<file path="config.mk">
export PLATFORM = sky130hd
export DESIGN_NAME = iic_top
export DESIGN_NICKNAME = d
export VERILOG_FILES = /design/src/core/iic_pkg.sv /design/src/core/iic_top.sv /design/src/core/iic_edge_latch.sv /design/src/core/iic_req_gate.sv
export SDC_FILE = /design/constraint.sdc
export NUM_CORES = 1
export LEC_CHECK = 0
export BUFFER_PORTS_ARGS = -buffer_cell sky130_fd_sc_hd__buf_4
export CORE_AREA = 2 2 76 78
export CTS_CLUSTER_SIZE = 8
export DETAILED_ROUTE_END_ITERATION = 16
export DIE_AREA = 0 0 78 80
export GPL_TIMING_DRIVEN = 0
export PLACE_DENSITY = 0.85
export SYNTH_ARGS = -nofsm -noshare
export SYNTH_HDL_FRONTEND = slang
export SYNTH_SLANG_ARGS = --single-unit
</file>
<file path="constraint.sdc">
create_clock -name clk_i -period 1.5 [get_ports clk_i]
set_input_delay 0.225 -clock clk_i [delete_from_list [all_inputs] [get_ports clk_i]]
set_output_delay 0.225 -clock clk_i [all_outputs]
set_load 0.05 [all_outputs]
</file>
<file path="src/core/iic_pkg.sv">
// Purpose: Shared constants for the interrupt and control port block
// Assumes: 8-bit register port, byte addresses below
// Notes: Offsets follow a word-spaced map; all values live here
package iic_pkg;
	// Register byte addresses
	localparam logic [7:0] OFF_CTRL = 8'h00;
	localparam logic [7:0] OFF_STAT_A = 8'h10;
	localparam logic [7:0] OFF_REQ_A = 8'h14;
	localparam logic [7:0] OFF_CLEAR = 8'h14;
	localparam logic [7:0] OFF_MASK_A = 8'h18;
	localparam logic [7:0] OFF_STAT_B = 8'h20;
	localparam logic [7:0] OFF_REQ_B = 8'h24;
	localparam logic [7:0] OFF_MASK_B = 8'h28;
	localparam logic [7:0] OFF_STAT_F = 8'h30;
	localparam logic [7:0] OFF_REQ_F = 8'h34;
	localparam logic [7:0] OFF_MASK_F = 8'h38;
	localparam logic [7:0] OFF_FORCE = 8'h3C;
	// Status set A bit positions
	localparam int A_BUSY = 0;
	localparam int A_RING = 1;
	localparam int A_PRINTER_ACKNOWLEDGE = 2;
	localparam int A_FLY = 3;
	localparam int A_POR = 4;
	localparam int A_TM0 = 5;
	localparam int A_TM1 = 6;
	localparam int A_FORCE = 7;
	// Low-level input positions used for the printer, ring and fast card bits
	localparam int IL_BUSY = 6;
	localparam int IL_RING = 7;
	localparam int IL_CARD_FAST = 0;
	// Fast status bit positions
	localparam int F_CTRL_LO = 3;
	localparam int F_CARD = 6;
	localparam int F_FORCE = 7;
	// Force register bits: bit 0 normal force, bit 1 fast force
	localparam int FRC_IRQ = 0;
	localparam int FRC_FIQ = 1;
	// Reset values
	localparam logic [7:0] CTRL_RESET = 8'hFF;
	localparam logic [7:0] MASK_RESET = 8'h00;
	localparam logic [7:0] ZERO8 = 8'h00;
	// Control register bit positions
	localparam int C_MUTE = 5;
	localparam int C_PRINTER_ACKNOWLEDGE = 6;
	localparam int C_FLY = 7;
	localparam int CTRL_PINS = 6;
endpackage

</file>
<file path="src/core/iic_top.sv">
// Purpose: Interrupt status, mask, request and control port logic
// Assumes: Single clock, synchronous inputs, plain register port
// Notes: Normal and fast lines are built from separate status sets
// How it works
// - Separate normal and fast request outputs
// - Request is status AND mask; any raises
// - Masks undefined; software writes them first
// - Clear removes latched bits, levels untouched
// - No priority; software reads request bits
// - Eight active-low level normal inputs
// - Acknowledge on falling edge, flyback rising
// - Two high, one low fast inputs
// - Set A bit map fixed
// - Timer bits latched until cleared
// - Set A bit 7 forces normal request
// - Set B bit map fixed
// - Fast status bit map fixed
// - Control read returns live pin levels
// - Open drain: zero drives low, one releases
// - Control register resets to all ones
// - Control bit 7 reads flyback level
// - Bit 6 reads acknowledge; write ones
// - Control bit 5 high mutes speaker
`timescale 1ns/100ps
module iic_top (
	// Clock and reset
	input wire logic clk_i,
	input wire logic rstn_i,
	// Register port
	input wire logic [7:0] addr_i,
	input wire logic [7:0] wdata_i,
	input wire logic wr_i,
	input wire logic rd_i,
	output logic [7:0] rdata_o,
	// Requests to the core
	output logic irq_o,
	output logic fiq_o,
	// Normal sources
	input wire logic [7:0] low_level_irq_inputs_i,
	input wire logic printer_acknowledge_i,
	input wire logic rising_edge_irq_input_i,
	input wire logic [1:0] timer_events_i,
	input wire logic keyboard_transmit_empty_i,
	input wire logic keyboard_receive_full_i,
	// Fast sources
	input wire logic [1:0] high_level_fast_inputs_i,
	input wire logic low_level_fast_input_i,
	// Control port pins
	input wire logic [5:0] ctrl_pins_i,
	output logic [5:0] ctrl_pins_o,
	output logic [5:0] ctrl_pins_oe_o,
	output logic speaker_silence_o,
	output logic test_mode_o
);

	// Address compare shared by every write strobe decode
	function automatic logic hit(input logic [7:0] a,
		input logic [7:0] off);
		hit = (a == off);
	endfunction

	// Sticky flag: set wins over clear
	function automatic logic sticky(input logic set,
		input logic clr, input logic q);
		sticky = set | (q & ~clr);
	endfunction

	// Registers
	logic [7:0] ctrl_r; // Control port written value
	logic [7:0] mask_a_r; // Mask for set A
	logic [7:0] mask_b_r; // Mask for set B
	logic [7:0] mask_f_r; // Mask for fast set
	logic por_r; // Power-on flag
	logic [1:0] tm_r; // Latched timer events
	logic frc_irq_r; // Software normal force
	logic frc_fiq_r; // Software fast force
	logic [7:0] rdata_r; // Read data, one cycle after strobe

	// Next values
	logic por_nxt;
	logic [1:0] tm_nxt;
	logic [7:0] rdata_nxt;

	// Decode strobes
	wire logic wr_ctrl = wr_i & hit(addr_i, iic_pkg::OFF_CTRL);
	wire logic wr_clear = wr_i & hit(addr_i, iic_pkg::OFF_CLEAR);
	wire logic wr_mask_a = wr_i & hit(addr_i, iic_pkg::OFF_MASK_A);
	wire logic wr_mask_b = wr_i & hit(addr_i, iic_pkg::OFF_MASK_B);
	wire logic wr_mask_f = wr_i & hit(addr_i, iic_pkg::OFF_MASK_F);
	wire logic wr_force = wr_i & hit(addr_i, iic_pkg::OFF_FORCE);

	// Per-bit clear, only for latched sources
	wire logic [7:0] clr_bits = wr_clear ? wdata_i : iic_pkg::ZERO8;

	// Edge-latched flags
	wire logic printer_acknowledge_flag; // Acknowledge fell
	wire logic fly_flag; // Flyback started

	// Status and request vectors
	logic [7:0] stat_a;
	logic [7:0] stat_b;
	logic [7:0] stat_f;
	wire logic [7:0] req_a;
	wire logic [7:0] req_b;
	wire logic [7:0] req_f;
	wire logic any_a;
	wire logic any_b;
	wire logic any_f;

	// Acknowledge is caught on its falling edge
	iic_edge_latch #(
		.RISE(1'b0)
	) u_printer_acknowledge (
		.clk_i(clk_i),
		.rstn_i(rstn_i),
		.level_i(printer_acknowledge_i),
		.clear_i(clr_bits[iic_pkg::A_PRINTER_ACKNOWLEDGE]),
		.flag_o(printer_acknowledge_flag)
	);

	// Flyback is caught on its rising edge
	iic_edge_latch #(
		.RISE(1'b1)
	) u_fly (
		.clk_i(clk_i),
		.rstn_i(rstn_i),
		.level_i(rising_edge_irq_input_i),
		.clear_i(clr_bits[iic_pkg::A_FLY]),
		.flag_o(fly_flag)
	);

	// Power-on and timer flags hold until cleared
	assign por_nxt = sticky(1'b0, clr_bits[iic_pkg::A_POR], por_r);
	always_comb begin
		tm_nxt[0] = sticky(timer_events_i[0],
			clr_bits[iic_pkg::A_TM0], tm_r[0]);
		tm_nxt[1] = sticky(timer_events_i[1],
			clr_bits[iic_pkg::A_TM1], tm_r[1]);
	end

	// Set A: levels follow pins, others are latched
	always_comb begin
		stat_a = iic_pkg::ZERO8;
		stat_a[iic_pkg::A_BUSY] =
			~low_level_irq_inputs_i[iic_pkg::IL_BUSY];
		stat_a[iic_pkg::A_RING] =
			~low_level_irq_inputs_i[iic_pkg::IL_RING];
		stat_a[iic_pkg::A_PRINTER_ACKNOWLEDGE] = printer_acknowledge_flag;
		stat_a[iic_pkg::A_FLY] = fly_flag;
		stat_a[iic_pkg::A_POR] = por_r;
		stat_a[iic_pkg::A_TM0] = tm_r[0];
		stat_a[iic_pkg::A_TM1] = tm_r[1];
		stat_a[iic_pkg::A_FORCE] = frc_irq_r;
	end

	// Set B: six low inputs and the keyboard events
	always_comb begin
		stat_b[5:0] = ~low_level_irq_inputs_i[5:0];
		stat_b[6] = keyboard_transmit_empty_i;
		stat_b[7] = keyboard_receive_full_i;
	end

	// Fast set: two high, one low, port pins, card, force
	always_comb begin
		stat_f[1:0] = high_level_fast_inputs_i;
		stat_f[2] = ~low_level_fast_input_i;
		stat_f[5:iic_pkg::F_CTRL_LO] = ctrl_pins_i[5:3];
		stat_f[iic_pkg::F_CARD] =
			~low_level_irq_inputs_i[iic_pkg::IL_CARD_FAST];
		stat_f[iic_pkg::F_FORCE] = frc_fiq_r;
	end

	// Three independent request gates
	iic_req_gate u_gate_a (
		.status_i(stat_a),
		.mask_i(mask_a_r),
		.request_o(req_a),
		.any_o(any_a)
	);
	iic_req_gate u_gate_b (
		.status_i(stat_b),
		.mask_i(mask_b_r),
		.request_o(req_b),
		.any_o(any_b)
	);
	iic_req_gate u_gate_f (
		.status_i(stat_f),
		.mask_i(mask_f_r),
		.request_o(req_f),
		.any_o(any_f)
	);

	// Normal line from sets A and B, fast line alone; no ranking
	assign irq_o = any_a | any_b;
	assign fiq_o = any_f;

	// Open drain: drive low only where a zero was written
	assign ctrl_pins_o = 6'h00;
	assign ctrl_pins_oe_o = ~ctrl_r[5:0];
	assign speaker_silence_o = ctrl_r[iic_pkg::C_MUTE];
	// A zero in either of the top two bits leaves normal operation
	assign test_mode_o = ~(ctrl_r[iic_pkg::C_PRINTER_ACKNOWLEDGE]
		& ctrl_r[iic_pkg::C_FLY]);

	// Read mux; unmapped addresses read zero
	always_comb begin
		case (addr_i)
			iic_pkg::OFF_CTRL: begin
				rdata_nxt = {rising_edge_irq_input_i,
					printer_acknowledge_i,
					ctrl_pins_i};
			end
			iic_pkg::OFF_STAT_A: begin
				rdata_nxt = stat_a;
			end
			iic_pkg::OFF_REQ_A: begin
				rdata_nxt = req_a;
			end
			iic_pkg::OFF_MASK_A: begin
				rdata_nxt = mask_a_r;
			end
			iic_pkg::OFF_STAT_B: begin
				rdata_nxt = stat_b;
			end
			iic_pkg::OFF_REQ_B: begin
				rdata_nxt = req_b;
			end
			iic_pkg::OFF_MASK_B: begin
				rdata_nxt = mask_b_r;
			end
			iic_pkg::OFF_STAT_F: begin
				rdata_nxt = stat_f;
			end
			iic_pkg::OFF_REQ_F: begin
				rdata_nxt = req_f;
			end
			iic_pkg::OFF_MASK_F: begin
				rdata_nxt = mask_f_r;
			end
			iic_pkg::OFF_FORCE: begin
				rdata_nxt = {6'h00, frc_fiq_r, frc_irq_r};
			end
			default: begin
				rdata_nxt = iic_pkg::ZERO8;
			end
		endcase
		if (!rd_i) begin
			rdata_nxt = iic_pkg::ZERO8;
		end
	end
	assign rdata_o = rdata_r;

	// Control register, all ones after reset
	always_ff @(posedge clk_i or negedge rstn_i) begin
		if (!rstn_i) begin
			ctrl_r <= iic_pkg::CTRL_RESET;
		end else if (wr_ctrl) begin
			ctrl_r <= wdata_i;
		end
	end

	// Masks; the zero reset is only one legal undefined value
	always_ff @(posedge clk_i or negedge rstn_i) begin
		if (!rstn_i) begin
			mask_a_r <= iic_pkg::MASK_RESET;
			mask_b_r <= iic_pkg::MASK_RESET;
			mask_f_r <= iic_pkg::MASK_RESET;
		end else begin
			if (wr_mask_a) begin
				mask_a_r <= wdata_i;
			end
			if (wr_mask_b) begin
				mask_b_r <= wdata_i;
			end
			if (wr_mask_f) begin
				mask_f_r <= wdata_i;
			end
		end
	end

	// Latched flags; power-on flag starts set
	always_ff @(posedge clk_i or negedge rstn_i) begin
		if (!rstn_i) begin
			por_r <= 1'b1;
			tm_r <= 2'b00;
		end else begin
			por_r <= por_nxt;
			tm_r <= tm_nxt;
		end
	end

	// Software force bits, written as a pair
	always_ff @(posedge clk_i or negedge rstn_i) begin
		if (!rstn_i) begin
			frc_irq_r <= 1'b0;
			frc_fiq_r <= 1'b0;
		end else if (wr_force) begin
			frc_irq_r <= wdata_i[iic_pkg::FRC_IRQ];
			frc_fiq_r <= wdata_i[iic_pkg::FRC_FIQ];
		end
	end

	// Read data stands only in the cycle after the strobe
	always_ff @(posedge clk_i or negedge rstn_i) begin
		if (!rstn_i) begin
			rdata_r <= iic_pkg::ZERO8;
		end else begin
			rdata_r <= rdata_nxt;
		end
	end
endmodule

</file>
<file path="src/core/iic_edge_latch.sv">
// Purpose: Sticky flag set by one edge of a level input
// Assumes: Input is synchronous to clk_i
// Notes: A set in the clearing cycle wins over the clear
`timescale 1ns/100ps
module iic_edge_latch #(
	parameter bit RISE = 1'b1
) (
	// Clock and reset
	input wire logic clk_i,
	input wire logic rstn_i,
	// Source and clear
	input wire logic level_i,
	input wire logic clear_i,
	// Latched flag
	output logic flag_o
);
	logic prev_r; // Last sampled level
	logic flag_r; // Sticky flag
	wire logic edge_seen; // Chosen edge in this cycle
	wire logic flag_nxt; // Next flag value

	assign edge_seen = RISE ? (level_i & ~prev_r) : (~level_i & prev_r);
	assign flag_nxt = edge_seen | (flag_r & ~clear_i);
	assign flag_o = flag_r;

	// Idle level is the one before the chosen edge
	always_ff @(posedge clk_i or negedge rstn_i) begin
		if (!rstn_i) begin
			prev_r <= ~RISE;
			flag_r <= 1'b0;
		end else begin
			prev_r <= level_i;
			flag_r <= flag_nxt;
		end
	end
endmodule

</file>
<file path="src/core/iic_req_gate.sv">
// Purpose: Status AND mask into request bits and one summary line
// Assumes: Purely combinational
// Notes: No priority among bits; software reads request bits
`timescale 1ns/100ps
module iic_req_gate (
	// Status and mask
	input wire logic [7:0] status_i,
	input wire logic [7:0] mask_i,
	// Request bits and summary
	output logic [7:0] request_o,
	output logic any_o
);
	// Masked requests and their OR
	assign request_o = status_i & mask_i;
	assign any_o = |request_o;
endmodule

</file>
==> results.txt <==
crit path cell chain - nand2_1 > o21ai_0 > nor4bb_2 > nand3_1 > buf_6
synthesized flop and latch total - 49
Warnings, synthesis - 0
maximum vdd drop - 0.000587 V
RSZ-0062 raised after global routing - true
required time of the critical path - 1.27 ns
final hold slack - 0.0354 ns
full die area - 6240 µm²
Initial Utilization - 53.1%
Distinct cells, synth - 59
leak pwr - 1.80 nW
PortBufs - 59
pre-CTS setup slack - -0.718 ns
worst-margin pin slew - 0.639 ns
Yosys top cell area share - 34.0%
GRT Total Usage - 32.8%
WP data arrival - 1.66 ns
Worst setup SP type - flop
DRC violations left - 0
CTS tree - done
Mapped Area - 2870 µm²
Clk Latency, worst-skew pair - 0.30 ns
clock root cell - clkbuf_8
nets@finish - 421
Main synth FF type - dfrtp_1
CP Capture Type - output port
Post-Syn Instances - 278
Max FO, Critical Path - 3
total number of H-tree levels - 2
vias in the first global route - 2,773
final worst setup slack - -0.383 ns
number of routed nets with antenna violations - 0
routed via count - 2,897
Layout fillers - 354
Pre-antenna DRT Iters - 5
largest net degree at the start of global routing - 50
first-pass GRT wire length - 15,300 µm
synthesized area per cell - 10.3 µm²
Core Box Area - 5410 µm²
Post-synth top cells - dfrtp_1, mux2_2, nand2_1
most common cell in the netlist - dfrtp_1
Largest stage delay, worst path - 0.42 ns
DR WL/cell - 22.3 µm
worst hold path class - primary input to flop
period utilization - 126%
GRT overflow - 0
routed vias/inst - 6.42
Pins Over Slew Limit - 0
Worst Clk Skew - 0.00506 ns
CTS sink cnt - 49
setup tns final - -2.10 ns
GPL Wtd Cong - 0.978
Area contributors post-synth - dfrtp_1, mux2_2, dfstp_2
total wire length - 10,100 µm
IO Pins - 67
Num CTS Buffers - 5
Final Util - 77.8%
initial antenna violation count - 0
outcome - finished, violations left
max cap viols - 0
post-layout minimum cycle time - 1.88 ns
achievable clock frequency - 0.531 GHz
Die H - 80 µm
CTS clk-pin slew, worst paths - 0.10 ns
synthesis-to-layout area growth - 46.4%
antenna cells - 0
sequential fraction of the synthesis area - 43.1%
Post-synth EDFFs - 0
final hold vios - 0
Crit-path slowest cell - dfrtp_1
Detailed Route Iter0 Violations - 353
Async SR Flop Fraction - 100%
Setup CP Type - flop to output port
post-DP HPWL - 6610 µm
total power - 0.00307 W
cell taking the most area after synthesis - dfrtp_1
Max Root-Sink Buffers - 2
Setup Viol. Count Final - 36
fraction of layout cells with a size suffix above 1 - 53.3%
Core Rows - 27
power density over the cells - 729 nW/µm²
failing checks - setup timing
Die Wd - 78 µm
Slew headroom - 57.3%
flip-flops by register name (all words and copies together), names as in the netlist, 2 cells and up:
name	cells
mask_f_r	8
mask_b_r	8
rdata_o	8
mask_a_r	8
ctrl_r	8
tm_r	2
final timing paths:
kind | startpoint | slack [ns] | cells after the start | endpoint
min in group asynchronous | rstn_i | 0.48 | 2 | mask_a_r[5]
worst max register to register | mask_a_r[0] | 0.05 | 6 | rdata_o[0]
max in group asynchronous | rstn_i | 0.61 | 2 | u_printer_acknowledge.flag_o
worst min-delay path | printer_acknowledge_i | 0.04 | 1 | u_printer_acknowledge.prev_r
worst min register to register | por_r | 0.50 | 1 | por_r
worst max-delay path | tm_r[0] | -0.38 | 5 | irq_o
cell families (layout without fill, tap and decap cells):
kind of cell | count (synthesis) | after routing | synth area share (%)
AOI/OAI and AO/OA | 62 | 62 | 16.4
buffers and inverters | 35 | 131 | 6.14
DFF | 49 | 49 | 43.1
muxes | 37 | 37 | 14.4
other | 1 | 6 | 0.131
and+or+nand+nor | 94 | 94 | 19.8
layer usage:
layer | up-vias | routed length [µm] | global-route usage, %
met1 | 1397 | 4080 | 45.4
li1 | 1225 | - | -
met5 | - | 0 | 0
met3 | 46 | 1100 | 6.67
met2 | 229 | 4470 | 50.5
met4 | 0 | 420 | 13.2
what timing repair did:
| item | 4_1_cts | 5_1_grt |
|---|---|---|
| setup endpoints to repair | 48 | 48 |
| endpoints found under the hold margin | 39 | 0 |
| pin swaps | 19 | 22 |
| buffers inserted | 19 | 9 |
| hold buffers | 1 | 0 |
| gates resized for setup | 55 | 33 |
| cloned | 2 | 0 |
through the flow:
step / cells / area [µm²]
5_1_grt: 451 / 4210
3_3_place_gp: 414 / 3470
4_1_cts: 444 / 4040
3_5_place_dp: 414 / 3470
6_report: 451 / 4210
2_1_floorplan: 283 / 2940
layout by cell type, fill, tap and decap left out, types with 4 or more instances in the layout:
master     n
buf_4     80
dfrtp_1   39
nand2_1   25
inv_1     18
mux2_2    18
mux2_4    16
nand2b_1  10
buf_6     10
nand4_1   10
dfstp_2   10
o22ai_1    7
a41oi_2    6
nor2b_1    6
conb_1     6
buf_12     5
a21o_1     5
a21oi_1    5
clkbuf_8   5
nor2_4     4
nor2_1     4
a32oi_1    4
a22o_1     4
power by group:
group	internal, W	switching [W]
clock	0.000501	0.000476
sequential	0.00138	0.0000441
combinational	0.000279	0.000391
total	0.00216	0.000911
area by class of cell:
| class | count | area, µm² | share of cell area, % |
|---|---|---|---|
| Multi-Input combinational cell | 199 | 1790 | 42.5 |
| Sequential cell | 49 | 1240 | 29.5 |
| Timing Repair Buffer | 89 | 777 | 18.5 |
| Buffer | 16 | 134 | 3.18 |
| Tap cell | 72 | 90.1 | 2.14 |
| Clock buffer | 5 | 68.8 | 1.64 |
| Inverter | 18 | 67.6 | 1.61 |
| Clock inverter | 3 | 43.8 | 1.04 |
critical path, delay by kind of cell (launching register included):
family                 cells  cell delay, ns
and+or+nand+nor            3            0.62
DFF                        1            0.42
AOI/OAI and AO/OA          1            0.12
buffers and inverters      1            0.18
No activity file was read; power rests on OpenSTA's default activity.
